$ cat config.mk
export PLATFORM = sky130hd
export DESIGN_NAME = pot_spi_command_engine
export DESIGN_NICKNAME = d
export VERILOG_FILES = /design/src/logic/sync2.v /design/src/logic/pot_spi_command_engine.v
export VERILOG_INCLUDE_DIRS = /design/src /design/src/logic
export SDC_FILE = /design/constraint.sdc
export NUM_CORES = 1
export LEC_CHECK = 0
export ABC_AREA = 1
export BUFFER_PORTS_ARGS = -buffer_cell sky130_fd_sc_hd__buf_2
export CAP_MARGIN = 20
export CORE_MARGIN = 8
export CORE_UTILIZATION = 55
export DETAILED_ROUTE_END_ITERATION = 10
export PLACE_DENSITY = 0.68
export SLEW_MARGIN = 10
export SYNTH_ARGS = -nofsm -noshare
export SYNTH_HDL_FRONTEND = slang
export SYNTH_SLANG_ARGS = --single-unit
$ cat constraint.sdc
create_clock -name clock -period 3.25 [get_ports clock]
set_input_delay 0.1625 -clock clock [delete_from_list [all_inputs] [get_ports clock]]
set_output_delay 0.1625 -clock clock [all_outputs]
set_load 0.03 [all_outputs]
$ cat src/logic/pot_spi_defs.vh
`ifndef POT_SPI_DEFS_VH
`define POT_SPI_DEFS_VH

// Two-bit command codes as they follow the address field
`define CMD_WRITE          2'h0
`define CMD_INC            2'h1
`define CMD_DEC            2'h2
`define CMD_READ           2'h3

// Memory map
`define ADDR_WIPER0        4'h0
`define ADDR_WIPER1        4'h1
`define ADDR_STATUS        4'h4
`define ADDR_TERM_CTRL     4'h5

// Status register layout
`define STATUS_WA_BIT      0

// Reset values
`define WIPER_RESET        9'h080
`define TERM_CTRL_RESET    9'h1ff
`define MEM_RESET          9'h000

// Wiper full scale
`define FULL_SCALE_8BIT    9'h100
`define FULL_SCALE_7BIT    9'h080

// Clock counts within one command
`define CLK_DECODE         5'd6
`define CLK_ERR            5'd7
`define CLK_INC            5'd8
`define CLK_FULL           5'd16

// Timing
`define CLOCK_PERIOD_NS    10
`define NV_WRITE_CYCLE_NS  5000000

`endif

$ cat src/logic/sync2.v
`timescale 1ns/1ps
module sync2 #(
   parameter WIDTH     = 1,
   parameter RESET_VAL = 0
) (
   input  wire             clock,
   input  wire             rstn,
   input  wire [WIDTH-1:0] din,
   output wire [WIDTH-1:0] dout
);
   reg [WIDTH-1:0] meta_r;
   reg [WIDTH-1:0] sync_r;

   always @(posedge clock or negedge rstn) begin
      if (!rstn) begin
         meta_r <= RESET_VAL[WIDTH-1:0];
         sync_r <= RESET_VAL[WIDTH-1:0];
      end else begin
         meta_r <= din;
         sync_r <= meta_r;
      end
   end

   assign dout = sync_r;
endmodule

$ cat src/logic/pot_spi_command_engine.v
// Summary of operation
// - Non-volatile write starts only at chip-select release after exactly 16 clocks.
// - Chip select may be reasserted at once; a new transaction is accepted.
// - During a write cycle only addresses 00h,01h,04h,05h are accepted.
// - Status register at 04h shows the write-active flag.
// - Any command after a non-volatile write in one select period is an error.
// - Back-to-back writes in one select period allowed to volatile addresses.
// - Consecutive non-volatile writes in one select period raise the error.
// - Read decodes six bits, drives error bit at clock 7, then 9 data bits.
// - Reads accepted for volatile and non-volatile locations.
// - Back-to-back reads to any location within one select period.
// - Increment is 8 clocks, wipers only, applied at the eighth clock.
// - Increment saturates at full scale.
// - Wiper above full scale is not incremented.
// - Increment drives the error bit on SDO at clock 7.
// - Increment accepted fresh or following a previous command in the string.
// - Volatile write applied once all 16 bits arrive; shorter frames do nothing.
`timescale 1ns/1ps
`include "pot_spi_defs.vh"
module pot_spi_command_engine #(
   parameter [8:0] FULL_SCALE      = `FULL_SCALE_8BIT,
   parameter       NV_WRITE_CYCLES = `NV_WRITE_CYCLE_NS / `CLOCK_PERIOD_NS
) (
   input  wire       clock,
   input  wire       rstn,
   input  wire       cs_n,
   input  wire       sck,
   input  wire       sdi,
   output wire       sdo,
   output wire       sdo_oe_n,
   output wire [8:0] wiper0,
   output wire [8:0] wiper1,
   output wire [8:0] terminal_connect_control,
   output wire       nv_write_active
);
   wire [2:0]  pins_s;
   wire        cs_n_s;
   wire        sck_s;
   wire        sdi_s;
   reg         sck_prev_r;
   reg         cs_act_prev_r;
   reg  [8:0]  mem_r [0:15];
   reg  [15:0] shift_r;
   reg  [4:0]  bit_cnt_r;
   reg  [3:0]  addr_r;
   reg  [1:0]  cmd_r;
   reg  [8:0]  rdata_r;
   reg         err_r;
   reg         sdo_r;
   reg         nv_pend_r;
   reg  [3:0]  nv_addr_r;
   reg  [8:0]  nv_data_r;
   reg         busy_r;
   reg  [31:0] nv_cnt_r;
   wire        cs_act;
   wire        sck_rise;
   wire        cs_release;
   wire [15:0] shift_nxt;
   wire [4:0]  cnt_nxt;
   wire [3:0]  dec_addr;
   wire [1:0]  dec_cmd;
   wire [8:0]  inc_val;
   integer     i;

   sync2 #(
      .WIDTH     (3),
      .RESET_VAL (5)
   ) u_sync (
      .clock (clock),
      .rstn  (rstn),
      .din   ({cs_n, sck, sdi}),
      .dout  (pins_s)
   );

   assign cs_n_s = pins_s[2];
   assign sck_s  = pins_s[1];
   assign sdi_s  = pins_s[0];

   function is_volatile;
      input [3:0] a;
      begin
         is_volatile = (a == `ADDR_WIPER0) || (a == `ADDR_WIPER1) ||
                       (a == `ADDR_STATUS) || (a == `ADDR_TERM_CTRL);
      end
   endfunction

   function is_wiper;
      input [3:0] a;
      begin
         is_wiper = (a == `ADDR_WIPER0) || (a == `ADDR_WIPER1);
      end
   endfunction

   // Status is built from live state so polling sees the cycle end at once
   function [8:0] read_value;
      input [3:0] a;
      input [8:0] m;
      input       b;
      begin
         if (a == `ADDR_STATUS) begin
            read_value = 9'h000;
            read_value[`STATUS_WA_BIT] = b;
         end else begin
            read_value = m;
         end
      end
   endfunction

   function cmd_invalid;
      input [3:0] a;
      input [1:0] c;
      input       busy;
      input       pend;
      begin
         cmd_invalid = pend ||
                       (busy && !is_volatile(a)) ||
                       (c == `CMD_DEC) ||
                       ((c == `CMD_INC) && !is_wiper(a));
      end
   endfunction

   assign cs_act     = ~cs_n_s;
   assign sck_rise   = sck_s & ~sck_prev_r;
   assign cs_release = cs_act_prev_r & ~cs_act;
   assign shift_nxt  = {shift_r[14:0], sdi_s};
   assign cnt_nxt    = bit_cnt_r + 5'd1;
   assign dec_addr   = shift_nxt[5:2];
   assign dec_cmd    = shift_nxt[1:0];
   // Reserved values above full scale are left alone as well
   assign inc_val    = (mem_r[addr_r] < FULL_SCALE) ? mem_r[addr_r] + 9'h001 : mem_r[addr_r];

   always @(posedge clock or negedge rstn) begin
      if (!rstn) begin
         sck_prev_r    <= 1'b0;
         cs_act_prev_r <= 1'b0;
         shift_r       <= 16'h0000;
         bit_cnt_r     <= 5'h00;
         addr_r        <= 4'h0;
         cmd_r         <= 2'h0;
         rdata_r       <= 9'h000;
         err_r         <= 1'b0;
         sdo_r         <= 1'b1;
         nv_pend_r     <= 1'b0;
         nv_addr_r     <= 4'h0;
         nv_data_r     <= 9'h000;
         busy_r        <= 1'b0;
         nv_cnt_r      <= 32'h00000000;
         for (i = 0; i < 16; i = i + 1) begin
            mem_r[i] <= `MEM_RESET;
         end
         mem_r[`ADDR_WIPER0] <= `WIPER_RESET;
         mem_r[`ADDR_WIPER1] <= `WIPER_RESET;
         mem_r[`ADDR_TERM_CTRL] <= `TERM_CTRL_RESET;
      end else begin
         sck_prev_r    <= sck_s;
         cs_act_prev_r <= cs_act;

         // Non-volatile cycle runs independent of the serial port
         if (busy_r) begin
            if (nv_cnt_r == 32'h00000000) begin
               busy_r           <= 1'b0;
               mem_r[nv_addr_r] <= nv_data_r;
            end else begin
               nv_cnt_r <= nv_cnt_r - 32'h00000001;
            end
         end

         if (cs_release) begin
            // Frame state clears here so a new select starts clean
            bit_cnt_r <= 5'h00;
            err_r     <= 1'b0;
            sdo_r     <= 1'b1;
            nv_pend_r <= 1'b0;
            if (nv_pend_r && (bit_cnt_r == 5'h00) && !err_r) begin
               busy_r   <= 1'b1;
               nv_cnt_r <= NV_WRITE_CYCLES - 1;
            end
         end else if (cs_act && sck_rise) begin
            shift_r   <= shift_nxt;
            bit_cnt_r <= cnt_nxt;
            if (!err_r) begin
               if (cnt_nxt == `CLK_DECODE) begin
                  addr_r  <= dec_addr;
                  cmd_r   <= dec_cmd;
                  rdata_r <= read_value(dec_addr, mem_r[dec_addr], busy_r);
                  if (cmd_invalid(dec_addr, dec_cmd, busy_r, nv_pend_r)) begin
                     err_r <= 1'b1;
                     sdo_r <= 1'b0;
                  end else begin
                     sdo_r <= 1'b1;
                  end
               end else if ((cmd_r == `CMD_READ) && (cnt_nxt >= `CLK_ERR) && (cnt_nxt < `CLK_FULL)) begin
                  sdo_r   <= rdata_r[8];
                  rdata_r <= {rdata_r[7:0], 1'b0};
               end else if ((cmd_r == `CMD_INC) && (cnt_nxt == `CLK_INC)) begin
                  mem_r[addr_r] <= inc_val;
                  bit_cnt_r     <= 5'h00;
                  sdo_r         <= 1'b1;
               end else if (cnt_nxt == `CLK_FULL) begin
                  bit_cnt_r <= 5'h00;
                  sdo_r     <= 1'b1;
                  if (cmd_r == `CMD_WRITE) begin
                     if (is_volatile(addr_r)) begin
                        // Status is read-only; a write to it is accepted and dropped
                        if (addr_r != `ADDR_STATUS) begin
                           mem_r[addr_r] <= shift_nxt[8:0];
                        end
                     end else begin
                        nv_pend_r <= 1'b1;
                        nv_addr_r <= addr_r;
                        nv_data_r <= shift_nxt[8:0];
                     end
                  end
               end
            end else if (cnt_nxt == `CLK_FULL) begin
               // Keep counting under error so a later release sees the length
               bit_cnt_r <= 5'h00;
            end
         end
      end
   end

   assign sdo                      = sdo_r;
   assign sdo_oe_n                 = cs_n_s;
   assign wiper0                   = mem_r[`ADDR_WIPER0];
   assign wiper1                   = mem_r[`ADDR_WIPER1];
   assign terminal_connect_control = mem_r[`ADDR_TERM_CTRL];
   assign nv_write_active          = busy_r;
endmodule

==> results <==
- The flow ran to the end, and the final reports show no timing, DRC or antenna violations.
- The routed wirelength normalized by instance count is 22.1 microns.
- In this run the static leakage power is 8.18 nW.
- The number of antenna violations at the first check in global routing was 2.
- After the flow finishes, the layout carries non-filler instances totaling 2527.
- The detailed placement HPWL is 40.0 mm.
- Registers are responsible for 40.8% of the overall power.
- Adding up every negative setup slack in the final design gives 0 ps.
- The number of vias per cell is 6.07.
- The number of cells after detailed placement is 2473.
- The top cell type by area accounts for 34.7% of the synthesized area.
- After synthesis the cells add up to 15300 sq um.
- The clock sink count is 229.
- The total internal power is 0.00514 W.
- The count of instances resized after the clock tree is built is 0.
- Global routing used 33.1% of the available tracks.
- The total congestion overflow after global routing is 0.
- Of all nets on the critical path, the largest fanout is 65.
- The area inside the core boundary is 27600 sq um.
- The clock arrives with 23.6 ps of skew.
- After synthesis, the mean cell area works out to 7.16 sq um.
- The number of inserted diodes is 0.
- The worst hold slack after final layout is 200 ps.
- The first-iteration detailed-routing DRC count is 2105.
- The share of synthesized registers carrying an async set or reset is 100%.
- Static timing analysis puts the maximum clock frequency at 0.338 GHz.
- The number of nets in the synthesized netlist is 2155.
- After synthesis, flip-flops and latches occupy 37.5% of the total area.
- The setup path with the least slack is of type flop to flop.
- For this design the ratio of total power to cell area is 438 nW/um^2.
- The synthesis warning total is 0.
- sky130_fd_sc_hd__nand2_1 is the most common cell in the netlist.
- The synthesis-to-finish area growth is 8.12%.
- On the critical path, the stage with the largest delay is an instance of sky130_fd_sc_hd__dfrtp_2.
- Of the total power, combinational logic draws 14.0%.
- The detail route stage leaves a number of antenna-violating nets equal to 0.
- Ranked by instance count, the synthesized netlist is headed by sky130_fd_sc_hd__nand2_1, sky130_fd_sc_hd__inv_1, sky130_fd_sc_hd__dfrtp_1, sky130_fd_sc_hd__o21ai_0, sky130_fd_sc_hd__nor2_1.
- At the placement stage, the worst setup path has a slack of 417 ps.
- The starting density of the core is 55.5%.
- The worst setup path is launched from a flop.
- The I/O pin total is 35.
- Cells fill 60.0% of the core in the end.
- The signal on the critical path passes through buf_12 > nand2_1 > nand2_1 > nand2_1 > nand2_1 > nand2_1 > nand2_1 > inv_1 > nand2_1 > ha_1 > nand2_1 > nor2_1 > nand3_1 > nand2_2 > o21ai_0.
- In the finished design, the share of the clock period the worst path needs comes to 90.9%.
- The number of fillers in the final layout is 2660.
- The tightest min-delay check is of the input pin to asynchronous set/reset pin type.
- The via count of the first global-routing pass was 14.0k.
- The insertion delay to the later sink of the worst-skew pair is 560 ps.
- Among all flip-flop cells after synthesis, the most frequent one is sky130_fd_sc_hd__dfrtp_1.
- The synthesized design contains 0 enable-type register cells.
- TritonCTS built the clock tree.
- The root buffer selected by CTS is sky130_fd_sc_hd__clkbuf_16.
- The buffer and inverter count on the worst path is 2.
- Setup repair after global routing left no endpoint under its margin.
- The number of failing hold endpoints at the final stage is 0.
- The synthesized netlist contains 54 unique library cells.
- Setup violations remaining at the end of the flow were counted as 0.
- Of the cells placed in the final design, the portion with a size suffix greater than 1 is 12.0%.
- The part of the power in the clock network is 45.2%.
- The cell type group with the largest total delay on the critical path is simple AND/OR/NAND/NOR gates.
- The tool flagged a number of max-cap violations equal to 0.
- The die is 183 microns tall.
- The largest single stage delay on the critical path is 420 ps.
- The fraction of power spent switching nets is 29.3%.
- After detailed routing, the total wire length is 55.8 mm.
- The number of buffers created by CTS is 28.
- The count of pins over their slew limit is 0.
- The final net count is 2141.
- After detailed routing, the number of remaining DRC violations is 0.
- After synthesis, the cell types taking the most area are sky130_fd_sc_hd__dfrtp_1, sky130_fd_sc_hd__nand2_1, sky130_fd_sc_hd__o21ai_0, sky130_fd_sc_hd__o211ai_1, sky130_fd_sc_hd__inv_1.
- The data required time at the worst endpoint is 3650 ps.
- The kind of capture point of the worst setup path is a flop.
- The largest area contributor in the netlist is sky130_fd_sc_hd__dfrtp_1.
- The slew of the pin with the lowest slew margin is 748 ps.
- The number of instances in the synthesized netlist is 2143.
- In this run the power spent charging and discharging nets is 0.00213 W.
- VDD sags by at most 489 uV.
- After floorplanning, the core was divided into 61 placement rows.
- In this run the number of H-tree levels came out at 1.
- Data arrives at the worst endpoint at 3360 ps.
- The wire length of the first global-routing pass is 86.0 mm.
- The total via count in the routed design is 15.3k.
- After clock tree synthesis, the clock-pin slew on the worst setup and hold paths is 70 ps.
- The synthesis-stage register bit count is 229.
- Measured along the x axis, the die boundary spans 183 microns.
- The iteration count of the initial detailed-routing pass is 5.
- The die covers 33500 sq um.
- The cell occurring most often along the worst timing path is sky130_fd_sc_hd__nand2_1.
- The longest clock path from root to sink contains 3 buffers.
- The weighted congestion reported at the end of routability-driven placement is 1.03.
- Headroom to the max-slew limit came out at 49.7%.
- The pin count of the biggest net entering global routing is 80.
- The worst path meets setup with 295 ps of slack.
- The number of input and output port buffers inserted is 34.
- The time the final worst path needs with I/O delays and setup is 2960 ps.
==> what timing repair did <==
item | in CTS | in global routing
hold buffers | 4 | 0
endpoints found under the hold margin | 77 | 0
setup buffers | 0 | 0
==> metal layers <==
| layer | global-route usage (%) | vias to the layer above | wire [microns] |
|---|---|---|---|
| met4 | 14.2 | 6 | 2710 |
| met2 | 49.3 | 944 | 23600 |
| met3 | 5.80 | 158 | 5790 |
| li1 | - | 7046 | - |
| met5 | 1.33 | - | 84 |
| met1 | 46.6 | 7179 | 23600 |
==> logic make-up (layout without fill, tap and decap cells) <==
group | count (synthesis) | count (layout) | share of synthesized area [%]
flip-flops | 229 | 229 | 37.5
XOR/XNOR | 15 | 15 | 0.906
buffers and inverters | 374 | 380 | 11.6
multiplexers | 1 | 1 | 0.0734
AO/OA/AOI/OAI | 574 | 574 | 22.3
AND/OR/NAND/NOR | 943 | 943 | 27.1
adder cells (fa/ha/maj) | 7 | 7 | 0.571
==> final timing paths <==
path,startpoint,end,slack [ps],cells after the start
worst max-delay path,addr_r[0],mem_r[6],290,15
worst min-delay path,rstn,nv_cnt_r[5],200,2
worst max register to register,addr_r[0],mem_r[6],290,15
worst min register to register,u_sync.meta_r[0],u_sync.dout[0],360,0
max in group asynchronous,rstn,mem_r[85],2090,3
min in group clock,sck,u_sync.meta_r[1],280,2
==> state kept, by name, summed over array words and instances (netlist names), 2 cells and up <==
signal	flops
mem_r	117
nv_cnt_r	32
nv_data_r	9
rdata_r	9
terminal_connect_control	9
wiper0	9
wiper1	9
shift_r	8
bit_cnt_r	5
addr_r	4
nv_addr_r	4
u_sync.dout	3
u_sync.meta_r	3
cmd_r	2
==> power by group through the flow <==
stage	logic (W)	clock network (W)	registers, W
6_report	0.00102	0.00329	0.00296
5_1_grt	0.00106	0.00343	0.00296
4_1_cts	0.000978	0.00332	0.00296
3_5_place_dp	0.000971	0	0.00301
3_3_place_gp	0.000968	0	0.00301
2_1_floorplan	0.000504	0	0.00298
==> metrics by stage <==
step | total power, W | instance area [sq um]
floorplan | 0.00348 | 15300
global placement | 0.00398 | 15600
detailed placement | 0.00398 | 15600
CTS | 0.00726 | 16600
global route | 0.00745 | 16600
finish | 0.00727 | 16600
==> cell type report <==
class                   instances  area [sq um]  share of cell area [%]
well taps                     378           473                    2.85
flip-flops and latches        229          5750                    34.7
multi-input cells            1540          7820                    47.1
repair buffers                 94           691                    4.16
clock buffers                  38           820                    4.94
inverters                     236           890                    5.36
clock inverters                12           143                   0.860
==> cell usage in the layout (no fill, tap or decap), types with 11 or more instances in the layout <==
| cell | synthesis | final |
|---|---|---|
| sky130_fd_sc_hd__a21oi_1 | 90 | 90 |
| sky130_fd_sc_hd__a22oi_1 | 15 | 15 |
| sky130_fd_sc_hd__buf_2 | 25 | 33 |
| sky130_fd_sc_hd__buf_4 | 39 | 52 |
| sky130_fd_sc_hd__clkbuf_16 | 0 | 29 |
| sky130_fd_sc_hd__dfrtp_1 | 213 | 211 |
| sky130_fd_sc_hd__dfstp_2 | 16 | 16 |
| sky130_fd_sc_hd__inv_1 | 219 | 219 |
| sky130_fd_sc_hd__inv_2 | 12 | 12 |
| sky130_fd_sc_hd__nand2_1 | 640 | 640 |
| sky130_fd_sc_hd__nand2_2 | 18 | 18 |
| sky130_fd_sc_hd__nand3_1 | 53 | 53 |
| sky130_fd_sc_hd__nand4_1 | 13 | 13 |
| sky130_fd_sc_hd__nand4_4 | 12 | 12 |
| sky130_fd_sc_hd__nor2_1 | 157 | 155 |
| sky130_fd_sc_hd__nor2_2 | 14 | 16 |
| sky130_fd_sc_hd__o211ai_1 | 119 | 119 |
| sky130_fd_sc_hd__o21ai_0 | 201 | 201 |
| sky130_fd_sc_hd__o21ai_1 | 83 | 83 |
| sky130_fd_sc_hd__o21ai_2 | 20 | 20 |
| sky130_fd_sc_hd__o221ai_1 | 22 | 22 |
| sky130_fd_sc_hd__o22ai_1 | 11 | 11 |
| sky130_fd_sc_hd__xor2_1 | 12 | 12 |
Note: power is estimated with default switching activity, not from simulation.
